### config.mk
export PLATFORM = sky130hd
export DESIGN_NAME = tff_core
export DESIGN_NICKNAME = d
export VERILOG_FILES = /design/src/core/tff_pkg.sv /design/src/core/tff_divider.sv /design/src/core/tff_core.sv
export VERILOG_INCLUDE_DIRS = /design/src /design/src/core
export SDC_FILE = /design/constraint.sdc
export NUM_CORES = 1
export LEC_CHECK = 0
export BUFFER_PORTS_ARGS = -buffer_cell sky130_fd_sc_hd__buf_2
export CORE_UTILIZATION = 65
export DETAILED_ROUTE_END_ITERATION = 10
export HOLD_SLACK_MARGIN = 0.15
export PLACE_DENSITY = 0.95
export RECOVER_POWER = 50
export SYNTH_ARGS = -nofsm -noshare
export SYNTH_HDL_FRONTEND = slang
export SYNTH_SLANG_ARGS = --single-unit
### constraint.sdc
create_clock -name CLK_I -period 14.55 [get_ports CLK_I]
set_input_delay 2.91 -clock CLK_I [delete_from_list [all_inputs] [get_ports CLK_I]]
set_output_delay 2.91 -clock CLK_I [all_outputs]
set_load 0.03 [all_outputs]
### src/core/tff_params.svh
/*
  constants for the triggered field filter: defaults, limits and timing.
  assumes a 25 MHz system clock and raw readings scaled by the surrounding
  design so that one count is one gauss.
*/
`ifndef TFF_PARAMS_SVH
`define TFF_PARAMS_SVH

// clock rate in hertz
`define TFF_CLK_HZ          25000000
// continuous sample period in milliseconds (ten readings per second)
`define TFF_SAMPLE_PERIOD_MS 100
// latest capture after a trigger, milliseconds
`define TFF_CAPTURE_MAX_MS  10
// latest result after a trigger, milliseconds
`define TFF_READY_MAX_MS    175
// cycle counts derived from the times (longest times round down)
`define TFF_SAMPLE_CYC  ((`TFF_CLK_HZ / 1000) * `TFF_SAMPLE_PERIOD_MS)
`define TFF_CAPTURE_CYC ((`TFF_CLK_HZ / 1000) * `TFF_CAPTURE_MAX_MS)
`define TFF_READY_CYC   ((`TFF_CLK_HZ / 1000) * `TFF_READY_MAX_MS)
// reload value of the filter factor
`define TFF_DIVISOR_DEF     16'h0029
// reload value of the band half-width (counts, one gauss each)
`define TFF_BAND_DEF        16'h0001
// largest band half-width accepted
`define TFF_BAND_MAX        17'h0_FFFE
// cycles reserved for the divider on one update (it uses DW + 1)
`define TFF_DIV_CYC         40

`endif

### src/core/tff_pkg.sv
/*
  types for the triggered field filter.
  assumes tff_params.svh is available on the include path.
*/
package tff_pkg;

  // host commands decoded outside and presented as one-cycle strobes
  typedef struct packed {
    logic        filter_on;        // smoothing on
    logic        filter_off;       // command smoothing off; the filter switch still turns smoothing on
    logic        divisor_set;      // new filter factor
    logic        band_set;         // new band half-width
    logic        arm_trigger;      // enter triggered operation
    logic        continuous;       // back to continuous operation
    logic        trigger;          // broadcast trigger
    logic        auto_send_on;     // enable unprompted sending
    logic        auto_send_off;    // disable unprompted sending
    logic        field_read;       // field-read request
    logic        zero;             // zero request (key or command)
    logic        reload;           // reload defaults
  } tff_cmd_t;

  // measurement sequencer states
  typedef enum logic [2:0] {
    TFF_IDLE,
    TFF_CAPTURE,
    TFF_COMPUTE,
    TFF_WAIT_READY
  } tff_state_t;

endpackage

### src/core/tff_divider.sv
/*
  signed restoring divider, one quotient bit per cycle.
  assumes the caller holds operands stable from start until done.
*/
`timescale 1ns/1ps
`default_nettype none

module tff_divider
  import tff_pkg::*;
#(
  parameter int W = 32
) (
  // clock and reset
  input  wire logic         clk_i,
  input  wire logic         nrst_i,
  // request
  input  wire logic         start_i,
  input  wire logic [W-1:0] dividend_i,
  input  wire logic [15:0]  divisor_i,
  // answer
  output logic              done_o,
  output logic [W-1:0]      quotient_o
);

  initial begin
    if (W < 17) $error("tff_divider: W too small");
  end

  logic [W-1:0]   rem_reg;     // partial remainder
  logic [W-1:0]   quo_reg;     // magnitude of quotient being built
  logic [W-1:0]   mag_reg;     // shifting dividend magnitude
  logic           neg_reg;     // sign of the result
  logic [5:0]     cnt_reg;     // bits left
  logic           busy_reg;    // division in progress
  logic [W-1:0]   trial;       // remainder after shift

  // trial remainder with next dividend bit shifted in
  assign trial = {rem_reg[W-2:0], mag_reg[W-1]};

  // iteration: magnitude division then sign fix on the last step
  always_ff @(posedge clk_i or negedge nrst_i) begin
    if (!nrst_i) begin
      rem_reg  <= '0;
      quo_reg  <= '0;
      mag_reg  <= '0;
      neg_reg  <= 1'b0;
      cnt_reg  <= 6'h00;
      busy_reg <= 1'b0;
      done_o   <= 1'b0;
      quotient_o <= '0;
    end else begin
      done_o <= 1'b0;
      if (start_i) begin
        // take magnitude; the caller never passes a zero divisor
        rem_reg  <= '0;
        quo_reg  <= '0;
        mag_reg  <= dividend_i[W-1] ? -dividend_i : dividend_i;
        neg_reg  <= dividend_i[W-1];
        cnt_reg  <= 6'(W);
        busy_reg <= 1'b1;
      end else if (busy_reg) begin
        mag_reg <= {mag_reg[W-2:0], 1'b0};
        if (trial >= W'(divisor_i)) begin
          rem_reg <= trial - W'(divisor_i);
          quo_reg <= {quo_reg[W-2:0], 1'b1};
        end else begin
          rem_reg <= trial;
          quo_reg <= {quo_reg[W-2:0], 1'b0};
        end
        cnt_reg <= cnt_reg - 6'h01;
        if (cnt_reg == 6'h01) begin
          busy_reg   <= 1'b0;
          done_o     <= 1'b1;
          quotient_o <= neg_reg ?
                        -{quo_reg[W-2:0], (trial >= W'(divisor_i))} :
                        {quo_reg[W-2:0], (trial >= W'(divisor_i))};
        end
      end
    end
  end

endmodule

`default_nettype wire

### src/core/tff_core.sv
/*
  triggered field filter: windowed recursive smoothing of raw readings plus
  triggered acquisition control.
  assumes the host command parser delivers one-cycle command strobes with
  their operands, and an external converter returns a raw reading when asked.
*/
`timescale 1ns/1ps
`default_nettype none

`include "tff_params.svh"

module tff_core
  import tff_pkg::*;
#(
  parameter int RAW_W       = 24,
  parameter int SAMPLE_CYC  = `TFF_SAMPLE_CYC,
  parameter int CAPTURE_CYC = `TFF_CAPTURE_CYC,
  parameter int READY_CYC   = `TFF_READY_CYC
) (
  // clock and reset
  input  wire logic              CLK_I,
  input  wire logic              NRST_I,
  // host command strobes and operands
  input  wire tff_cmd_t          CMD_I,
  input  wire logic [16:0]       CMD_VALUE_I,
  input  wire logic              UNIT_SELECTED_I,
  // switches and configuration levels
  input  wire logic              FILTER_SWITCH_I,
  input  wire logic              AUTO_SEND_SWITCH_I,
  input  wire logic              DEFAULTS_RELOAD_SWITCH_I,
  input  wire logic              AC_MODE_I,
  input  wire logic [7:0]        UNIT_ADDRESS_I,
  // raw converter
  output logic                   SAMPLE_REQ_O,
  input  wire logic              SAMPLE_VALID_I,
  input  wire logic signed [RAW_W-1:0] SAMPLE_DATA_I,
  // results
  output logic signed [RAW_W-1:0] FILTERED_O,
  output logic                   RESULT_READY_O,
  output logic                   SEND_O,
  output logic                   READ_REPLY_O,
  output logic signed [RAW_W-1:0] ZERO_OFFSET_O,
  output logic                   ZERO_STORED_O,
  // status
  output logic                   TRIG_MODE_O,
  output logic                   FILTER_ON_O,
  output logic                   BUSY_O,
  output logic                   TOO_BIG_O,
  output logic                   RELOAD_DONE_O,
  output logic [15:0]            DIVISOR_O,
  output logic [15:0]            BAND_O,
  output logic [7:0]             MODE_LETTER_AC_O,
  output logic [7:0]             MODE_LETTER_TRIG_O
);

  localparam int DW = RAW_W + 2;   // divider width with headroom

  initial begin
    if (RAW_W < 17 || RAW_W > 30) $error("tff_core: RAW_W out of range");
    if (READY_CYC <= CAPTURE_CYC + `TFF_DIV_CYC + 4)
      $error("tff_core: READY_CYC too short for capture and compute");
    if (SAMPLE_CYC < 8) $error("tff_core: SAMPLE_CYC too short");
  end

  // absolute value of a signed difference
  function automatic logic [DW-1:0] tff_abs(input logic signed [DW-1:0] v);
    tff_abs = v[DW-1] ? DW'(-v) : DW'(v);
  endfunction

  // sign-extend a raw reading to divider width
  function automatic logic signed [DW-1:0] tff_ext(
    input logic signed [RAW_W-1:0] v);
    tff_ext = DW'(v);
  endfunction

  tff_state_t               state_reg;      // sequencer state
  logic                     trig_mode_reg;  // triggered operation
  logic                     filt_cmd_reg;   // smoothing by command
  logic                     auto_cmd_reg;   // auto-send by command
  logic                     auto_dis_reg;   // auto-send disabled by command
  logic [15:0]              divisor_reg;    // filter factor
  logic [15:0]              band_reg;       // band half-width
  logic                     reload_sw_reg;  // previous reload switch level
  logic [31:0]              tick_reg;       // continuous sample timer
  logic [31:0]              since_reg;      // cycles since trigger
  logic                     from_trig_reg;  // current measurement triggered
  logic signed [RAW_W-1:0]  disp_reg;       // displayed value
  logic signed [RAW_W-1:0]  raw_reg;        // captured raw reading
  logic                     pending_reg;    // result held for read
  logic                     div_start_reg;  // divider start pulse
  logic                     div_done;       // divider finished
  logic [DW-1:0]            div_q;          // divider quotient
  logic signed [DW-1:0]     diff;           // raw minus displayed
  logic                     in_band;        // reading inside band
  logic                     filter_on;      // effective smoothing enable
  logic                     reload;         // defaults reload event
  logic                     trig_accept;    // trigger accepted this cycle
  logic                     auto_send;      // unprompted sending allowed

  // smoothing on by switch or command
  assign filter_on = FILTER_SWITCH_I | filt_cmd_reg;
  // reload on command or rising switch
  assign reload = CMD_I.reload | (DEFAULTS_RELOAD_SWITCH_I & ~reload_sw_reg);
  // broadcast trigger, taken without unit select, only when armed and idle
  assign trig_accept = CMD_I.trigger & trig_mode_reg
                       & (state_reg == TFF_IDLE);
  // auto-send decision
  assign auto_send = ~auto_dis_reg &
                     (auto_cmd_reg |
                      (AUTO_SEND_SWITCH_I && UNIT_ADDRESS_I == 8'h00));
  // difference of raw reading from displayed value, raw input unprocessed
  assign diff = tff_ext(raw_reg) - tff_ext(disp_reg);
  // band test against half-width on each side
  assign in_band = tff_abs(diff) <= DW'(band_reg);

  // configuration: factor, band, smoothing and send modes
  always_ff @(posedge CLK_I or negedge NRST_I) begin
    if (!NRST_I) begin
      divisor_reg   <= `TFF_DIVISOR_DEF;
      band_reg      <= `TFF_BAND_DEF;
      filt_cmd_reg  <= 1'b0;
      auto_cmd_reg  <= 1'b0;
      auto_dis_reg  <= 1'b0;
      trig_mode_reg <= 1'b0;
      reload_sw_reg <= 1'b0;
      TOO_BIG_O     <= 1'b0;
      RELOAD_DONE_O <= 1'b0;
    end else begin
      reload_sw_reg <= DEFAULTS_RELOAD_SWITCH_I;
      TOO_BIG_O     <= 1'b0;
      RELOAD_DONE_O <= reload;
      if (reload) begin
        // reinstate defaults
        divisor_reg   <= `TFF_DIVISOR_DEF;
        band_reg      <= `TFF_BAND_DEF;
        filt_cmd_reg  <= 1'b0;
        auto_cmd_reg  <= 1'b0;
        auto_dis_reg  <= 1'b0;
        trig_mode_reg <= 1'b0;
      end else begin
        // a zero factor would divide by zero: refused
        if (CMD_I.divisor_set &&
            CMD_VALUE_I[15:0] != 16'h0000 && !CMD_VALUE_I[16])
          divisor_reg <= CMD_VALUE_I[15:0];
        if (CMD_I.band_set) begin
          if (CMD_VALUE_I > `TFF_BAND_MAX)
            TOO_BIG_O <= 1'b1;
          else
            band_reg <= CMD_VALUE_I[15:0];
        end
        if (CMD_I.filter_on)
          filt_cmd_reg <= 1'b1;
        else if (CMD_I.filter_off)
          filt_cmd_reg <= 1'b0;
        if (CMD_I.auto_send_on) begin
          auto_cmd_reg <= 1'b1;
          auto_dis_reg <= 1'b0;
        end else if (CMD_I.auto_send_off) begin
          auto_cmd_reg <= 1'b0;
          auto_dis_reg <= 1'b1;
        end
        if (CMD_I.arm_trigger)
          trig_mode_reg <= 1'b1;
        else if (CMD_I.continuous)
          trig_mode_reg <= 1'b0;
      end
    end
  end

  // continuous sample timer
  always_ff @(posedge CLK_I or negedge NRST_I) begin
    if (!NRST_I) begin
      tick_reg <= 32'h0000_0000;
    end else if (trig_mode_reg || tick_reg == 32'(SAMPLE_CYC - 1)) begin
      tick_reg <= 32'h0000_0000;
    end else begin
      tick_reg <= tick_reg + 32'h0000_0001;
    end
  end

  // sequencer: capture, compute, then wait out the ready time if triggered
  always_ff @(posedge CLK_I or negedge NRST_I) begin
    if (!NRST_I) begin
      state_reg     <= TFF_IDLE;
      from_trig_reg <= 1'b0;
      since_reg     <= 32'h0000_0000;
      SAMPLE_REQ_O  <= 1'b0;
      raw_reg       <= '0;
      div_start_reg <= 1'b0;
    end else begin
      SAMPLE_REQ_O  <= 1'b0;
      div_start_reg <= 1'b0;
      if (state_reg != TFF_IDLE)
        since_reg <= since_reg + 32'h0000_0001;
      case (state_reg)
        TFF_IDLE: begin
          since_reg <= 32'h0000_0000;
          if (trig_accept) begin
            // one measurement per accepted trigger
            state_reg     <= TFF_CAPTURE;
            from_trig_reg <= 1'b1;
            SAMPLE_REQ_O  <= 1'b1;
          end else if (!trig_mode_reg &&
                       tick_reg == 32'(SAMPLE_CYC - 1)) begin
            state_reg     <= TFF_CAPTURE;
            from_trig_reg <= 1'b0;
            SAMPLE_REQ_O  <= 1'b1;
          end
        end
        TFF_CAPTURE: begin
          // raw reading arrives from the converter; give up at the limit
          if (SAMPLE_VALID_I) begin
            raw_reg       <= SAMPLE_DATA_I;
            state_reg     <= TFF_COMPUTE;
            div_start_reg <= 1'b1;
          end else if (since_reg >= 32'(CAPTURE_CYC - 1)) begin
            state_reg <= TFF_IDLE;
          end
        end
        TFF_COMPUTE: begin
          // continuous results return straight to idle
          if (div_done)
            state_reg <= from_trig_reg ? TFF_WAIT_READY : TFF_IDLE;
        end
        TFF_WAIT_READY: begin
          // busy holds until the ready limit so late triggers are ignored
          if (since_reg >= 32'(READY_CYC - 1))
            state_reg <= TFF_IDLE;
        end
        default: state_reg <= TFF_IDLE;
      endcase
    end
  end

  // divider computes difference over factor
  tff_divider #(
    .W (DW)
  ) u_div (
    .clk_i      (CLK_I),
    .nrst_i     (NRST_I),
    .start_i    (div_start_reg),
    .dividend_i (diff),
    .divisor_i  (divisor_reg),
    .done_o     (div_done),
    .quotient_o (div_q)
  );

  // displayed value update at end of compute
  always_ff @(posedge CLK_I or negedge NRST_I) begin
    if (!NRST_I) begin
      disp_reg <= '0;
    end else if (div_done && state_reg == TFF_COMPUTE) begin
      if (!filter_on || !in_band)
        disp_reg <= raw_reg;
      else
        disp_reg <= RAW_W'(tff_ext(disp_reg) + div_q);
    end
  end

  // result pending, auto-send and read reply
  always_ff @(posedge CLK_I or negedge NRST_I) begin
    if (!NRST_I) begin
      pending_reg    <= 1'b0;
      RESULT_READY_O <= 1'b0;
      SEND_O         <= 1'b0;
      READ_REPLY_O   <= 1'b0;
    end else begin
      SEND_O       <= 1'b0;
      READ_REPLY_O <= 1'b0;
      // read first, so a result landing in the same cycle stays pending
      if (CMD_I.field_read && UNIT_SELECTED_I) begin
        READ_REPLY_O <= 1'b1;
        pending_reg  <= 1'b0;
      end
      if (div_done && state_reg == TFF_COMPUTE && from_trig_reg) begin
        // triggered result is ready well before the limit
        RESULT_READY_O <= 1'b1;
        pending_reg    <= ~auto_send;
        SEND_O         <= auto_send;
      end else if (trig_accept) begin
        RESULT_READY_O <= 1'b0;
      end
    end
  end

  // zero offset from last measurement, used by later processing
  always_ff @(posedge CLK_I or negedge NRST_I) begin
    if (!NRST_I) begin
      ZERO_OFFSET_O <= '0;
      ZERO_STORED_O <= 1'b0;
    end else begin
      ZERO_STORED_O <= 1'b0;
      // reload wipes the stored offset
      if (reload) begin
        ZERO_OFFSET_O <= '0;
      end else if (CMD_I.zero) begin
        ZERO_OFFSET_O <= disp_reg;
        ZERO_STORED_O <= 1'b1;
      end
    end
  end

  // status outputs
  assign FILTERED_O         = disp_reg;
  assign TRIG_MODE_O        = trig_mode_reg;
  assign FILTER_ON_O        = filter_on;
  assign BUSY_O             = (state_reg != TFF_IDLE);
  assign DIVISOR_O          = divisor_reg;
  assign BAND_O             = band_reg;
  // mode letters: D/A then C/V
  assign MODE_LETTER_AC_O   = AC_MODE_I ? 8'h41 : 8'h44;
  assign MODE_LETTER_TRIG_O = trig_mode_reg ? 8'h56 : 8'h43;

endmodule

`default_nettype wire

== After elaboration in Yosys (flattened, before gate mapping) ==
Index checks and enable logic that the tools add are counted.

* Flip-flop bits (word level): 292
* Bits in latches: 0
* RAM bits: 0
* ROM bits: 0
* Bits of input ports: 69
* Logic and storage cells: 164
* Memories: 0

* Add/subtract/negate cells: 9
* $mul: 0
* Div/mod/pow operators: 0
* Order comparisons: 5
* Equality and inequality tests: 10
* Shift-type cells: 0
* Multiplexer cells: 68
* Bitwise operators: 10
* Reduce and logical (&&, ||, !) cells: 32

{| class="wikitable"
|+ Operator list
! cell !! count
|-
| $mux W26 || 4
|-
| $mux W24 || 4
|-
| $mux W32 || 3
|-
| $mux W16 || 5
|-
| $mux W25 || 3
|-
| $add A32 B1 Y32 const B || 2
|-
| $mux W23 || 2
|-
| $mux W1 || 35
|-
| $eq A32 B22 Y1 const B || 1
|-
| $ge A32 B18 Y1 const B || 1
|-
| $ge A32 B23 Y1 const B || 1
|-
| $ge A26 B16 Y1 || 1
|-
| $le A26 B16 Y1 || 1
|-
| $neg A25 Y26 || 1
|-
| $neg A26 Y26 || 1
|-
| $sub A24 B24 Y25 || 1
|-
| $sub A25 B16 Y25 || 1
|-
| $add A24 B24 Y24 || 1
|-
| $neg A24 Y24 || 1
|-
| $mux W3 || 7
|-
| $gt A17 B16 Y1 const B || 1
|-
| $reduce_bool A16 Y1 || 1
|-
| $reduce_bool A2 Y1 || 7
|-
| $mux W6 || 2
|-
| 23 further kinds || 47
|}

== Longest topological paths before layout ==
* Word-level depth: 7
* Gate-level depth with buffers: 26

== Cells and area by module ==
From an unflattened synthesis, not the netlist that was laid out.

* Cell total of the unflattened synthesis: 2,047
* Area, all modules: 18,595.3 µm²

{| class="wikitable"
|+ By module, submodules not included
! module !! instances !! cells each !! area each (µm²) !! seq. area each (µm²)
|-
| tff_core || 1 || 1,280 || 11,607.4 || 4,609.4
|-
| tff_divider || 1 || 767 || 6,988.0 || 2,777.7
|}

== Worst setup path after synthesis ==
OpenSTA, ideal clock, no wires.

* Path type: input -> output
* From: input FILTER_SWITCH_I
* To: output FILTER_ON_O
* Arrival: 3,262 ps
* Data required time: 11,640 ps
* Path slack: 8,378 ps
* Stages on the path: 1
* Buffers on the path: 0
* Cells stage by stage: or2_2

* Cells in the longest elaborated chain, start to end: 1

{| class="wikitable"
|+ RTL lines
! what !! RTL line !! RTL
|-
| start: declaration || tff_core.sv:28 || <nowiki>input wire logic FILTER_SWITCH_I,</nowiki>
|-
| $or A1 B1 Y1 || tff_core.sv:101 || <nowiki>assign filter_on = FILTER_SWITCH_I | filt_cmd_reg;</nowiki>
|-
| end: declaration || tff_core.sv:46 || <nowiki>output logic FILTER_ON_O,</nowiki>
|}

Every way passes these cells.

==> summary.md <==
| Metric | Value |
|---|---|
| Status | finished with violations |
| Failing checks | max-capacitance violations, max-slew violations |
| CP max stage cell | clkbuf_1 |
| Maximum root-to-sink buffer count | 3 |
| Post-route core utilization | 0.7410 |
| HP Start | auto_dis_reg |
| Starting Density | 0.6685 |
| CTS Buf Count | 31 |
| Worst Setup Start Kind | input port |
| Worst clock skew | 0.01471 ns |
| RSZ-0062 raised after global routing | false |
| # setup viols final | 0 |
| # Post-CTS Setup Buffers | 0 |
| First-pass iteration count of the detailed router | 6 |
| Min Tclk post-route | 9.012 ns |
| Largest net degree at the start of global routing | 139 |
| Mapped Cells | 1959 |
| Total routed wirelength | 46760 um |
| R2R Path Start | FILTERED_O[0] |
| CTS sink count | around 290 |
| Yosys warning count | 0 |
| Hold path depth | 1 |
| GP Congestion | 0.9660 |
| Yosys reg bits | around 290 |
| Fmax achieved | 0.1110 GHz |
| Clock root buffer | clkbuf_16 |
| # port buffers | ~160 |
| Antenna violations before repair | 1 |
| Reg2reg setup slack | 7.90 ns |
| Via count | 15.50k |
| Max incr delay on CP | 4.87 ns |
| Final number of max-transition violations | 393 |
| Floorplan row count | 59 |
| Total grt overflow | 0 |
| DR vias/cell | 6.341 |
| CP endpoint kind | asynchronous set/reset pin |
| Async set-or-reset flop fraction in the synthesized netlist | 1.000 |
| Nets@finish | roughly 2.2k |
| Sequential share of the synthesized area | 0.4136 |
| Max Cap Viol | 6 |
| Period Utilization, post-route | 0.6194 |
| R2r worst-path depth | 24 |
| HP Class | register to register |
| DRC violations left | 0 |
| Synthesized area | 17620 um^2 |
| Syn Area/Cell | 8.993 um^2 |
| Crit Path Class | input port to asynchronous set/reset pin |
| Die Y | 166.6 um |
| Dpl hpwl | 31910 um |
| I/O pin total | around 180 |
| Routed WL per cell | 19.12 um |
| Layout cells sized above 1 | 0.09862 |
| Leak pwr | ~9.5 nW |
| CP arrival | 7.92 ns |
| Worst Tran Pin Value | 7.134 ns |
| Pwr Total | 4.725 mW |
| P&R area growth vs syn | 10.84% |
| Die ar. | about 28000 um^2 |
| Largest delay share family, worst path | buffers and inverters |
| Ys flop type | dfrtp_1 |
| All-Layer GR Usage | 0.3340 |
| Setup_tns | 0 ns |
| Hold Path End | SEND_O |
| Worst r2r dst | FILTERED_O[19] |
| CTS resizes | 0 |
| Crit Path Max Fanout | 138 |
| Worst Path Buf+Inv | 1 |
| Detailed Route Iter0 Violations | 1440 |
| CORE AREA | 26350 um^2 |
| Clk_lat worst skew | 0.57 ns |
| WP data required | 13.46 ns |
| Synth cell types | 82 |
| Maximum VDD drop | roughly 0.13 mV |
| Clock-pin slew on the worst setup and hold paths | about 0.06 ns |
| Crit-path cells | clkbuf_1 |
| Number of hold buffers added after cts | 0 |
| H-tree levels | 1 |
| PwrDens | 242.0 nW/um^2 |
| Slew HR | -3.756 |
| Die Wd | 166.6 um |
| CTS tree | done |
| First-pass GRT wire length | 75800 um |
| Routed Antenna Nets | 0 |
| Vias in the first global route | approximately 15k |
| Post-synth EDFFs | 0 |
| Fin. Hold Viols | 0 |
-- power breakdown --
part	leakage [nW]	internal, mW	switching, mW
clock network	0.510	0.475	0.330
registers	3.71	1.03	0.249
logic	5.33	1.05	1.59
total	9.55	2.56	2.17
-- final cells by class --
| type | instances | area [um^2] |
|---|---|---|
| fill | 1760 | 6825 |
| clock buffer | 45 | 888.4 |
| inverter | 97 | 364.1 |
| sequential | 291 | 7292 |
| clock inverter | 12 | 145.1 |
| timing repair buffer | 172 | 812.0 |
| tap | 335 | 419.2 |
| antenna | 1 | 2.502 |
| multi-input combinational | 1492 | 9605 |
-- through the flow --
step | area [um^2] | instances | hold WS [ns] | setup slack [ns]
floorplan | 17650 | 1968 | 0.4093 | 8.378
finish | 19530 | 2445 | 0.4581 | 5.538
detailed placement | 18580 | 2387 | 0.4603 | 8.125
CTS | 19620 | 2444 | 0.4693 | 8.031
global route | 19530 | 2445 | 0.4885 | 4.067
global placement | 18580 | 2387 | 0.4563 | 8.160
-- kinds of logic after synthesis --
family	count (synthesis)	share of synthesized area
muxes	130	0.07400
DFF	291	0.4136
buffers and inverters	185	0.04353
AOI/OAI and AO/OA	389	0.1388
and+or+nand+nor	732	0.1953
adders and majority gates	88	0.06377
other	2	0.0004263
xor gates and xnor gates	142	0.07059
-- layout by cell type, fill, tap and decap left out, drive strengths merged, types with 32 or more instances in the layout --
| master | synthesis | routed |
|---|---|---|
| a21oi | 82 | 82 |
| buf | 30 | 123 |
| clkbuf | 58 | 94 |
| dfrtp | 287 | 287 |
| ha | 85 | 85 |
| inv | 96 | 98 |
| mux2i | 128 | 128 |
| nand2 | 236 | 236 |
| nand3 | 36 | 36 |
| nor2 | 243 | 243 |
| nor3 | 32 | 32 |
| o21ai | 145 | 145 |
| xnor2 | 66 | 66 |
| xor2 | 76 | 76 |
-- routing by layer --
| layer | global-route usage | wire length, um |
|---|---|---|
| met3 | 0.05822 | 3472 |
| met1 | 0.4211 | 18570 |
| met5 | 0 | 0 |
| met2 | 0.5621 | 22650 |
| met4 | 0.1550 | 2059 |
-- cells in the mapped netlist (4+ instances only) --
library cell / count / area share
a211o_1: 5 / 0.0025
a211oi_1: 27 / 0.012
a21boi_0: 6 / 0.0026
a21o_1: 25 / 0.011
a21oi_1: 82 / 0.023
a311oi_1: 7 / 0.0035
a31oi_1: 9 / 0.0032
a41oi_1: 5 / 0.0025
and2_1: 7 / 0.0025
and3_1: 23 / 0.0082
and4_1: 5 / 0.0025
buf_1: 10 / 0.0021
buf_2: 4 / 0.0011
buf_4: 14 / 0.0060
clkbuf_1: 58 / 0.012
dfrtp_1: 287 / 0.41
dfstp_2: 4 / 0.0060
ha_1: 85 / 0.060
inv_1: 96 / 0.020
mux2i_1: 128 / 0.073
nand2_1: 236 / 0.050
nand2b_1: 18 / 0.0064
nand3_1: 36 / 0.010
nand4_1: 29 / 0.010
nor2_1: 243 / 0.052
nor2b_1: 19 / 0.0067
nor3_1: 31 / 0.0088
nor4_1: 15 / 0.0053
nor4b_1: 6 / 0.0030
o211ai_1: 7 / 0.0030
o21a_1: 12 / 0.0051
o21ai_0: 116 / 0.033
o21ai_1: 29 / 0.0082
o21bai_1: 4 / 0.0017
o31a_1: 5 / 0.0025
o31ai_1: 14 / 0.0060
o41ai_1: 7 / 0.0035
or2_2: 11 / 0.0039
or3_1: 19 / 0.0067
or4_1: 9 / 0.0038
xnor2_1: 66 / 0.033
xor2_1: 76 / 0.038
-- how the worst max path moves through the flow --
stage | startpoint | endpoint | cells after the start | slack, ns
final | NRST_I | u_div.rem_reg[5] | 1 | 5.54
after global routing | NRST_I | u_div.rem_reg[5] | 1 | 4.07
after CTS | FILTERED_O[0] | FILTERED_O[1] | 24 | 8.03
after detailed placement | FILTERED_O[0] | FILTERED_O[19] | 24 | 8.12
after global placement | FILTER_SWITCH_I | FILTER_ON_O | 3 | 8.16
after floorplan | FILTER_SWITCH_I | FILTER_ON_O | 1 | 8.38
(Power assumes the default switching activity.)
